==> src/verilog/drc_gain_map.vh <==
// Register offsets, field positions, reset values and constants of the gain engine.
`ifndef DRC_GAIN_MAP_VH
`define DRC_GAIN_MAP_VH
`define OFF_LOWER_THRESHOLD 4'h0
`define OFF_UPPER_THRESHOLD 4'h1
`define OFF_LOWER_OFFSET 4'h2
`define OFF_UPPER_OFFSET 4'h3
`define OFF_LOW_REGION_SLOPE 4'h4
`define OFF_MID_REGION_SLOPE 4'h5
`define OFF_HIGH_REGION_SLOPE 4'h6
`define OFF_CONTROL 4'h7
`define OFF_STATUS 4'h8
`define CTRL_ENABLE_BIT 0
`define CTRL_STEREO_BIT 1
`define CTRL_RESET 32'h00000001
`define RST_THRESHOLD 32'hfffe0000
`define RST_OFFSET 32'h01800000
`define RST_SLOPE 28'h0000000
`define UNITY_GAIN 32'h00800000
`define OFFSET_BIAS 32'h02000000
`define SLOPE_WIDTH 28
`define FIFO_DEPTH 16
`define RESP_OKAY 2'h0
`define RESP_SLVERR 2'h2
`endif

==> src/verilog/gain_fifo.v <==
// Synchronous FIFO with valid and ready on both sides.
`default_nettype none
module gain_fifo #(
   parameter WIDTH = 32,
   parameter DEPTH = 16,
   parameter AW = 4
) (
   input wire aclk,
   input wire aresetn,
   input wire ce,
   input wire in_valid,
   output wire in_ready,
   input wire [WIDTH-1:0] in_data,
   output wire out_valid,
   input wire out_ready,
   output reg [WIDTH-1:0] out_data
);
   reg [WIDTH-1:0] mem [0:DEPTH-1];
   reg [AW:0] wr_ptr;
   reg [AW:0] rd_ptr;
   reg have_out;
   wire [AW:0] count;
   wire push;
   wire pop_mem;
   wire mem_empty;

   assign count = wr_ptr - rd_ptr;
   assign mem_empty = (count == {(AW+1){1'b0}});
   assign in_ready = (count != DEPTH[AW:0]);
   assign push = in_valid && in_ready && ce;
   assign out_valid = have_out;
   // Output register refills whenever it is empty or being drained.
   assign pop_mem = ce && !mem_empty && (!have_out || out_ready);

   always @(posedge aclk) begin
      if (push) begin
         mem[wr_ptr[AW-1:0]] <= in_data;
      end
   end

   always @(posedge aclk) begin
      if (!aresetn) begin
         wr_ptr <= {(AW+1){1'b0}};
         rd_ptr <= {(AW+1){1'b0}};
         have_out <= 1'b0;
         out_data <= {WIDTH{1'b0}};
      end else if (ce) begin
         if (push) begin
            wr_ptr <= wr_ptr + 1'b1;
         end
         if (pop_mem) begin
            out_data <= mem[rd_ptr[AW-1:0]];
            rd_ptr <= rd_ptr + 1'b1;
            have_out <= 1'b1;
         end else if (out_ready) begin
            have_out <= 1'b0;
         end
      end
   end
endmodule
`default_nettype wire

==> src/verilog/log2_conv.v <==
// Converts a positive rms estimate to a base-2 magnitude in 9.23 (log2 of reciprocal).
`default_nettype none
module log2_conv (
   input wire [31:0] rms,
   output reg [31:0] log_mag
);
   // Full scale (0x80000000) maps to zero; each halving adds one (6.0206 dB).
   // Linear mantissa interpolation gives the fractional part.
   integer i;
   reg [4:0] msb;
   reg [31:0] norm;
   always @* begin
      msb = 5'd0;
      norm = 32'h00000000;
      for (i = 0; i < 31; i = i + 1) begin
         if (rms[i]) begin
            msb = i[4:0];
         end
      end
      norm = rms << (5'd30 - msb);
      // An estimate with the top bit set is at or above full scale and saturates to zero.
      if (rms[31]) begin
         log_mag = 32'h00000000;
      end else if (rms[30:0] == 31'h00000000) begin
         log_mag = 32'h7fffffff;
      end else begin
         log_mag = {4'h0, (5'd31 - msb), 23'h000000} - {9'h000, norm[29:7]};
      end
   end
endmodule
`default_nettype wire

==> src/verilog/drc_gain_coefficient_engine.v <==
// Gain coefficient engine of a dynamic range compressor with AXI4-Lite registers.
// Contract
// (RL1) Seven programmable parameters: two thresholds, two offsets, three slopes.
// (RL2) Region chosen from log rms; upper threshold bounds high, lower bounds low.
// (RL3) Zero dB upper offset gives gain 0x00800000 at upper threshold.
// (RL4) High slope above upper threshold, mid slope between thresholds.
// (RL5) Curve is continuous at upper threshold, pivoting on upper offset.
// (RL6) At lower threshold the curve snaps to the lower offset.
// (RL7) Software sets lower offset for no step at lower threshold.
// (RL8) Below lower threshold low slope applies from lower offset level.
// (RL9) Thresholds are signed 9.23; dB equals value times minus 6.0206. Here log_mag is compared to them unsigned.
// (RL10) Offsets are 9.23; value is (dB plus 24.0824) over 6.0206.
// (RL11) Boosts are negative offsets, cuts are positive offsets; here an offset above 0x02000000 (0 dB) gives a gain above 0x00800000.
// (RL12) Software derives slopes from compression or expansion ratios.
// (RL13) Slopes down to -15.999 accepted without clamping.
// (RL14) Slope below minus one makes output fall as input rises.
// (RL15) Slopes stored as 28-bit signed 5.23 values.
// (RL16) Software programs only negative thresholds.
// (RL17) Stereo mode feeds the larger of two rms estimates.
// (RL18) Each sample: log convert, choose region, pass gain onward.
// (RL19) One gain per valid rms sample, flagged by one-cycle strobe; here gain_valid is held until gain_ready.
`default_nettype none
`include "drc_gain_map.vh"
module drc_gain_coefficient_engine #(
   parameter FIFO_DEPTH = `FIFO_DEPTH,
   parameter FIFO_AW = 4
) (
   input wire aclk,
   input wire aresetn,
   input wire ce,
   input wire [5:0] s_axi_awaddr,
   input wire s_axi_awvalid,
   output wire s_axi_awready,
   input wire [31:0] s_axi_wdata,
   input wire [3:0] s_axi_wstrb,
   input wire s_axi_wvalid,
   output wire s_axi_wready,
   output reg [1:0] s_axi_bresp,
   output reg s_axi_bvalid,
   input wire s_axi_bready,
   input wire [5:0] s_axi_araddr,
   input wire s_axi_arvalid,
   output wire s_axi_arready,
   output reg [31:0] s_axi_rdata,
   output reg [1:0] s_axi_rresp,
   output reg s_axi_rvalid,
   input wire s_axi_rready,
   input wire rms_valid,
   output wire rms_ready,
   input wire [31:0] rms_a,
   input wire [31:0] rms_b,
   output wire gain_valid,
   input wire gain_ready,
   output wire [31:0] gain
);
   // ----------------------------------------------------------------
   // Parameter registers
   // ----------------------------------------------------------------
   reg [31:0] lower_threshold;
   reg [31:0] upper_threshold;
   reg [31:0] lower_offset;
   reg [31:0] upper_offset;
   reg [27:0] low_region_slope;
   reg [27:0] mid_region_slope;
   reg [27:0] high_region_slope;
   reg [31:0] control;
   reg [15:0] sample_count;
   reg [1:0] last_region;

   // ----------------------------------------------------------------
   // AXI4-Lite slave
   // ----------------------------------------------------------------
   reg aw_held;
   reg w_held;
   reg [3:0] aw_index;
   reg [31:0] w_data;
   reg [3:0] w_strb;
   wire do_write;
   reg [31:0] read_word;
   reg read_ok;

   assign s_axi_awready = !aw_held && !s_axi_bvalid;
   assign s_axi_wready = !w_held && !s_axi_bvalid;
   assign s_axi_arready = !s_axi_rvalid;
   assign do_write = aw_held && w_held && !s_axi_bvalid;

   function [31:0] merge;
      input [31:0] old_v;
      input [31:0] new_v;
      input [3:0] strb;
      integer b;
      begin
         merge = old_v;
         for (b = 0; b < 4; b = b + 1) begin
            if (strb[b]) begin
               merge[8*b +: 8] = new_v[8*b +: 8];
            end
         end
      end
   endfunction

   // Slope registers keep only the low 28 bits of the merged bus word.
   function [27:0] merge_slope;
      input [27:0] old_v;
      input [31:0] new_v;
      input [3:0] strb;
      reg [31:0] m;
      begin
         m = merge({4'h0, old_v}, new_v, strb);
         merge_slope = m[27:0];
      end
   endfunction

   always @(posedge aclk) begin
      if (!aresetn) begin
         aw_held <= 1'b0;
         w_held <= 1'b0;
         aw_index <= 4'h0;
         w_data <= 32'h00000000;
         w_strb <= 4'h0;
         s_axi_bvalid <= 1'b0;
         s_axi_bresp <= `RESP_OKAY;
         lower_threshold <= `RST_THRESHOLD;
         upper_threshold <= `RST_THRESHOLD;
         lower_offset <= `RST_OFFSET;
         upper_offset <= `RST_OFFSET;
         low_region_slope <= `RST_SLOPE;
         mid_region_slope <= `RST_SLOPE;
         high_region_slope <= `RST_SLOPE;
         control <= `CTRL_RESET;
      end else if (ce) begin
         if (s_axi_awvalid && s_axi_awready) begin
            aw_held <= 1'b1;
            aw_index <= s_axi_awaddr[5:2];
         end
         if (s_axi_wvalid && s_axi_wready) begin
            w_held <= 1'b1;
            w_data <= s_axi_wdata;
            w_strb <= s_axi_wstrb;
         end
         if (do_write) begin
            aw_held <= 1'b0;
            w_held <= 1'b0;
            s_axi_bvalid <= 1'b1;
            s_axi_bresp <= `RESP_OKAY;
            case (aw_index)
               `OFF_LOWER_THRESHOLD: lower_threshold <= merge(lower_threshold, w_data, w_strb); // [RL1] [RL9]
               `OFF_UPPER_THRESHOLD: upper_threshold <= merge(upper_threshold, w_data, w_strb); // [RL9]
               `OFF_LOWER_OFFSET: lower_offset <= merge(lower_offset, w_data, w_strb); // [RL10]
               `OFF_UPPER_OFFSET: upper_offset <= merge(upper_offset, w_data, w_strb); // [RL10]
               `OFF_LOW_REGION_SLOPE: begin
                  low_region_slope <= merge_slope(low_region_slope, w_data, w_strb); // [RL15]
               end
               `OFF_MID_REGION_SLOPE: begin
                  mid_region_slope <= merge_slope(mid_region_slope, w_data, w_strb); // [RL15]
               end
               `OFF_HIGH_REGION_SLOPE: begin
                  high_region_slope <= merge_slope(high_region_slope, w_data, w_strb); // [RL15]
               end
               `OFF_CONTROL: control <= merge(control, w_data, w_strb) & 32'h00000003;
               `OFF_STATUS: s_axi_bresp <= `RESP_SLVERR;
               default: s_axi_bresp <= `RESP_SLVERR;
            endcase
         end
         if (s_axi_bvalid && s_axi_bready) begin
            s_axi_bvalid <= 1'b0;
         end
      end
   end

   always @* begin
      read_ok = 1'b1;
      case (s_axi_araddr[5:2])
         `OFF_LOWER_THRESHOLD: read_word = lower_threshold;
         `OFF_UPPER_THRESHOLD: read_word = upper_threshold;
         `OFF_LOWER_OFFSET: read_word = lower_offset;
         `OFF_UPPER_OFFSET: read_word = upper_offset;
         `OFF_LOW_REGION_SLOPE: read_word = {{4{low_region_slope[27]}}, low_region_slope};
         `OFF_MID_REGION_SLOPE: read_word = {{4{mid_region_slope[27]}}, mid_region_slope};
         `OFF_HIGH_REGION_SLOPE: read_word = {{4{high_region_slope[27]}}, high_region_slope};
         `OFF_CONTROL: read_word = control;
         `OFF_STATUS: read_word = {14'h0000, last_region, sample_count};
         default: begin
            read_word = 32'h00000000;
            read_ok = 1'b0;
         end
      endcase
   end

   always @(posedge aclk) begin
      if (!aresetn) begin
         s_axi_rvalid <= 1'b0;
         s_axi_rdata <= 32'h00000000;
         s_axi_rresp <= `RESP_OKAY;
      end else if (ce) begin
         if (s_axi_arvalid && s_axi_arready) begin
            s_axi_rvalid <= 1'b1;
            s_axi_rdata <= read_word;
            s_axi_rresp <= read_ok ? `RESP_OKAY : `RESP_SLVERR;
         end else if (s_axi_rready) begin
            s_axi_rvalid <= 1'b0;
         end
      end
   end

   // ----------------------------------------------------------------
   // Gain computation
   // ----------------------------------------------------------------
   wire [31:0] rms_sel;
   wire [31:0] log_mag;
   wire fifo_in_ready;
   reg [31:0] in_dist;
   reg [27:0] in_slope;
   reg [31:0] in_anchor;
   reg [1:0] region;
   reg stage_valid;
   reg [31:0] stage_gain;
   wire signed [59:0] product;
   wire signed [31:0] level;

   // Stereo mode takes the larger estimate of the two channels.
   assign rms_sel = (control[`CTRL_STEREO_BIT] && (rms_b > rms_a)) ? rms_b : rms_a; // [RL17]
   assign rms_ready = fifo_in_ready || !stage_valid;

   log2_conv u_log (
      .rms(rms_sel),
      .log_mag(log_mag)
   );

   // Thresholds hold the level in halvings below full scale; log_mag is compared
   // to the threshold magnitude, larger magnitude meaning a quieter input.
   always @* begin
      if (log_mag < upper_threshold) begin
         region = 2'd2;
         in_dist = log_mag - upper_threshold; // [RL2] [RL4]
         in_slope = high_region_slope;
         in_anchor = upper_offset; // [RL5]
      end else if (log_mag < lower_threshold) begin
         region = 2'd1;
         in_dist = log_mag - upper_threshold; // [RL4]
         in_slope = mid_region_slope;
         in_anchor = upper_offset; // [RL5]
      end else begin
         region = 2'd0;
         in_dist = log_mag - lower_threshold; // [RL6] [RL8]
         in_slope = low_region_slope;
         in_anchor = lower_offset; // [RL6]
      end
   end

   // Offset grows with distance below the threshold times the slope (sign kept
   // unclamped, so slopes under minus one reverse the curve).
   assign product = $signed(in_dist) * $signed(in_slope); // [RL13] [RL14]
   assign level = $signed(in_anchor) + $signed(product[54:23]);

   always @(posedge aclk) begin
      if (!aresetn) begin
         stage_valid <= 1'b0;
         stage_gain <= 32'h00000000;
         sample_count <= 16'h0000;
         last_region <= 2'd0;
      end else if (ce) begin
         if (rms_valid && rms_ready && control[`CTRL_ENABLE_BIT]) begin
            stage_valid <= 1'b1; // [RL18] [RL19]
            stage_gain <= level - `OFFSET_BIAS + `UNITY_GAIN; // [RL3] [RL11]
            sample_count <= sample_count + 16'h0001;
            last_region <= region;
         end else if (fifo_in_ready) begin
            stage_valid <= 1'b0;
         end
      end
   end

   gain_fifo #(
      .WIDTH(32),
      .DEPTH(FIFO_DEPTH),
      .AW(FIFO_AW)
   ) u_fifo (
      .aclk(aclk),
      .aresetn(aresetn),
      .ce(ce),
      .in_valid(stage_valid),
      .in_ready(fifo_in_ready),
      .in_data(stage_gain),
      .out_valid(gain_valid),
      .out_ready(gain_ready),
      .out_data(gain)
   );
endmodule
`default_nettype wire

==> config.mk <==
export PLATFORM = sky130hd
export DESIGN_NAME = drc_gain_coefficient_engine
export DESIGN_NICKNAME = d
export VERILOG_FILES = /design/src/verilog/gain_fifo.v /design/src/verilog/log2_conv.v /design/src/verilog/drc_gain_coefficient_engine.v
export VERILOG_INCLUDE_DIRS = /design/src /design/src/verilog
export SDC_FILE = /design/constraint.sdc
export NUM_CORES = 2
export LEC_CHECK = 0
export ABC_CLOCK_PERIOD_IN_PS = 30300
export BUFFER_PORTS_ARGS = -buffer_cell sky130_fd_sc_hd__clkbuf_2
export CAP_MARGIN = 40
export CORE_UTILIZATION = 60
export CTS_CLUSTER_SIZE = 10
export DETAILED_ROUTE_END_ITERATION = 6
export PLACE_DENSITY = 0.77
export SETUP_SLACK_MARGIN = 0.3
export SKIP_CTS_REPAIR_TIMING = 1
export SLEW_MARGIN = 20
export SYNTH_ARGS = -nofsm -noshare
export SYNTH_HDL_FRONTEND = slang
export SYNTH_SLANG_ARGS = --single-unit
==> constraint.sdc <==
create_clock -name aclk -period 30.3 [get_ports aclk]
set_input_delay 1.515 -clock aclk [delete_from_list [all_inputs] [get_ports aclk]]
set_output_delay 1.515 -clock aclk [all_outputs]
set_load 0.01 [all_outputs]
==> run summary <==
Yosys
- 0% — share of async-settable or async-resettable flops after synthesis
- 0 — count of synthesis-stage warnings from yosys
- fa_1 — Synth area leader
- 30.0% — Seq/Total Area, Yosys
- 22.8% — area fraction of the dominant cell type after synthesis
- 117 — unique cell type count in the Yosys netlist
- edfxtp_1 — main flop type after synthesis
- 7,435 — gate count of the mapped netlist
- fa_1, edfxtp_1, dfxtp_1, ha_1, mux2i_1 — largest cells by area after synthesis
- inv_1 — library cell with the highest instance count after synthesis
- 76,900 um^2 — Post-Synthesis Cell Area
- 898 — register bit count reported by yosys
- 512 — Post-synth EDFFs
- 10.3 um^2 — syn_area_per_cell
- inv_1, fa_1, nand2_1 — leading cell types by count after synthesis

Critical path
- 98 — Register-to-Register Path Depth
- stage_gain[31]$_SDFFE_PN0P_ — endpoint of the lowest-slack register-to-register path
- a2111oi_1 — slowest library cell on the worst path
- flop — category of the worst setup path capture point
- 30.85 ns — critical path required time
- 43 — maximum net fanout on the critical path
- in -> reg — Worst Setup Path Type
- 4.82 ns — slack of the worst reg-to-reg path
- a21oi_1 — most repeated library cell on the critical path
- 0.64 ns — largest stage delay on the critical path
- rms_a[19] — Critical Path Start
- stage_gain[31]$_SDFFE_PN0P_ — Critical Path Sink
- compound AO/OA/AOI/OAI gates — family with the most delay on the worst path
- 11 — WP buf/inv
- 27.53 ns — CP arrival
- control[1]$_SDFFE_PN0P_ — startpoint of the worst-slack reg-to-reg timing path
- 104 — Critical Path Stages
- input port — CP Launch Type

Pwr
- 39.4% — share of power burned in registers
- 35.6 nW — P_leak
- 40.3 nW/um^2 — total power density per cell area
- 33.1% — share of total power consumed by net switching
- 1.11 mW — Net Switching
- 2.25 mW — internal power
- 3.36 mW — total power of the final layout
- 26.3% — share of power burned in combinational logic
- 0.0000856 V — Peak VDD IR
- 34.3% — power share of the clock group

Route
- 254,000 um — wirelength, routed
- 0 — antenna-violating nets left
- 59,400 — via count
- 7 — DR pass1 iterations
- 6,649 — starting DRC count in detailed routing
- 27.6 um — Avg WL per Cell
- 6.44 — number of vias per cell
- 18 — DR DRC count

Global route
- 5 — antenna violations before repair
- 219 — largest net degree at the start of global routing
- 380,000 um — wire length of the first global-routing pass
- 39.5% — all-layer global routing usage
- 0 — leftover overflow at the end of global routing
- 61,500 — vias in the first global route

Worst hold path
- 2 — WHS Path Cells
- reg -> reg — class of the tightest hold or removal check

Flow run
- 0 — number of maximum-capacitance constraint violations

Status
- complete, but fails checks — outcome
- DRC — failing checks

Clocking
- 0.73 ns — clock latency on the worst-skew pair
- 3 — htree depth
- 898 — total clock sinks
- 0.05 ns — Clk pin slew, worst setup/hold paths
- clkbuf_16 — buffer type at the clock tree root
- done — CTS tree
- 102 — TritonCTS Buffers
- 3 — clock buffer depth

Finish
- 8.31% — Area growth syn-to-layout
- 8,850 — fin nets
- 9,229 — final cell count without fillers
- 83,300 um^2 — Non-Filler Cell Area, Final
- 9,592 — layout filler cell count
- 11.3% — fraction of layout cells with a size suffix above 1

Floorplanning
- 360 um — die span in x
- 60.8% — starting density of the core
- 130 — Placement Rows
- 130,000 um^2 — total die area
- 360 um — DIE HEIGHT
- 197 — top-level port count
- 126,000 um^2 — area of the placeable core

Placed design
- 190 — IO Port Bufs
- 80,100 um^2 — placed inst area
- 9,041 — cell total after placement
- 181,000 um — post-detail-place hpwl
- 1.04 — final RePlAce weighted congestion

STA
- 26.98 ns — final critical delay including setup and external delays
- 37.1 MHz — fmax
- 0.469 ns — worst hold margin
- 0 — count of final max-slew check failures
- 0.0491 ns — clock skew
- false — RSZ-0062 raised after global routing
- 89.0% — portion of the clock cycle consumed by the worst path in the final layout
- 0 ns — total negative slack for setup checks
- 0 — Final Hold Viols
- 0 — Final setup violation count
- 0.959 ns — actual transition at the worst max-transition pin
- 34.2% — worst max-slew margin expressed relative to the limit

power by group through the flow:
stage | Clock (mW) | Sequential, mW | Combinational, mW
after detailed placement | 0 | 1.34 | 0.841
after floorplan | 0 | 1.34 | 0.529
after global placement | 0 | 1.34 | 0.817
after global routing | 1.21 | 1.32 | 0.911
after CTS | 1.16 | 1.32 | 0.851
final | 1.15 | 1.32 | 0.884
sequential cells by signal (all words and copies together), names as in the netlist, 4 cells and up:
name,flops
upper_offset,32
w_data,32
mid_region_slope,28
high_region_slope,28
lower_threshold,32
u_fifo.wr_ptr,5
stage_gain,32
u_fifo.out_data,32
lower_offset,32
sample_count,16
s_axi_rdata,32
w_strb,4
u_fifo.mem,512
upper_threshold,32
low_region_slope,28
aw_index,4
u_fifo.rd_ptr,5
how the worst min path moves through the flow:
stage / start / endpoint / slack, ns
5_1_grt: s_axi_rvalid$_SDFFE_PN0P_ / s_axi_rvalid$_SDFFE_PN0P_ / 0.51
2_1_floorplan: last_region[0]$_SDFFE_PN0P_ / last_region[0]$_SDFFE_PN0P_ / 0.44
4_1_cts: last_region[1]$_SDFFE_PN0P_ / last_region[1]$_SDFFE_PN0P_ / 0.47
6_report: last_region[1]$_SDFFE_PN0P_ / last_region[1]$_SDFFE_PN0P_ / 0.47
3_5_place_dp: last_region[1]$_SDFFE_PN0P_ / last_region[1]$_SDFFE_PN0P_ / 0.46
3_3_place_gp: last_region[0]$_SDFFE_PN0P_ / last_region[0]$_SDFFE_PN0P_ / 0.45
metrics by stage:
step           setup WS, ns  utilization, %
2_1_floorplan          7.50               -
3_3_place_gp           2.74            63.1
3_5_place_dp           2.83            63.3
4_1_cts                3.37            65.7
5_1_grt                1.93            65.9
6_report               3.32            65.9
layer usage:
layer	vias up	wire [um]	part of all wire, %	GRT usage, %
li1	25100	-	-	-
met3	1072	28200	11	9.93
met1	29500	89000	35	47.4
met2	3824	116000	46	62.4
met5	-	41	0.016	0
met4	6	21200	8.3	27.8
kinds of logic (layout without fill, tap and decap cells):
kind of cell	count (synthesis)	in the layout	share of synthesized area [%]
fa+ha+maj	1220	1220	28.4
buf+inv	1405	1544	7.01
flops	898	898	30.0
other cells	1	6	0.00488
xor+xnor	170	170	1.97
simple gates	2146	2146	12.7
compound gates	969	969	8.90
mux	626	626	11.0
layout by cell type, fill, tap and decap left out, types with 22 or more instances in the layout:
master     synthesis  final
mux4_2           165    165
clkbuf_1         332     55
and2_1            87     87
xor2_1            35     35
nor3_1            56     48
clkbuf_16          0    103
nand2_1          836    835
o21ai_0          118    106
a22oi_1           52     52
a21oi_1          195    191
edfxtp_1         512    512
a222oi_1          25     25
a31oi_1           43     43
nand3_1           71     70
inv_1            969    969
nor2_1           626    609
clkbuf_2           1    190
a21boi_0          84     84
nor2b_1          278    278
fa_1             876    876
a22o_1            25     25
mux2_2            59     59
o21bai_1          27     27
o211ai_1          56     56
a21o_1            43     41
ha_1             342    341
buf_4              6    181
mux2i_1          395    392
o22ai_1           22     22
a221oi_1          32     32
xnor2_1          133    132
o21a_1            42     42
and3_1            27     27
o21ai_1           25     23
nand2b_1          29     28
dfxtp_1          386    383
nand4_1           30     30
worst min-delay path, delay by kind of cell (launching register included):
family	cells	cell delay [ns]
compound gates	1	0.06
simple gates	1	0.05
flops	1	0.31
final cells by class:
type	instances	area [um^2]	area share, %
Tap cell	1650	2060	2.48
Antenna cell	2	5.00	0.00601
Clock buffer	160	2810	3.38
Multi-Input combinational cell	5135	48700	58.5
Inverter	974	3660	4.39
Timing Repair Buffer	399	2710	3.25
Clock inverter	11	205	0.246
Sequential cell	898	23100	27.8
Power figures use the tool's default switching activity.
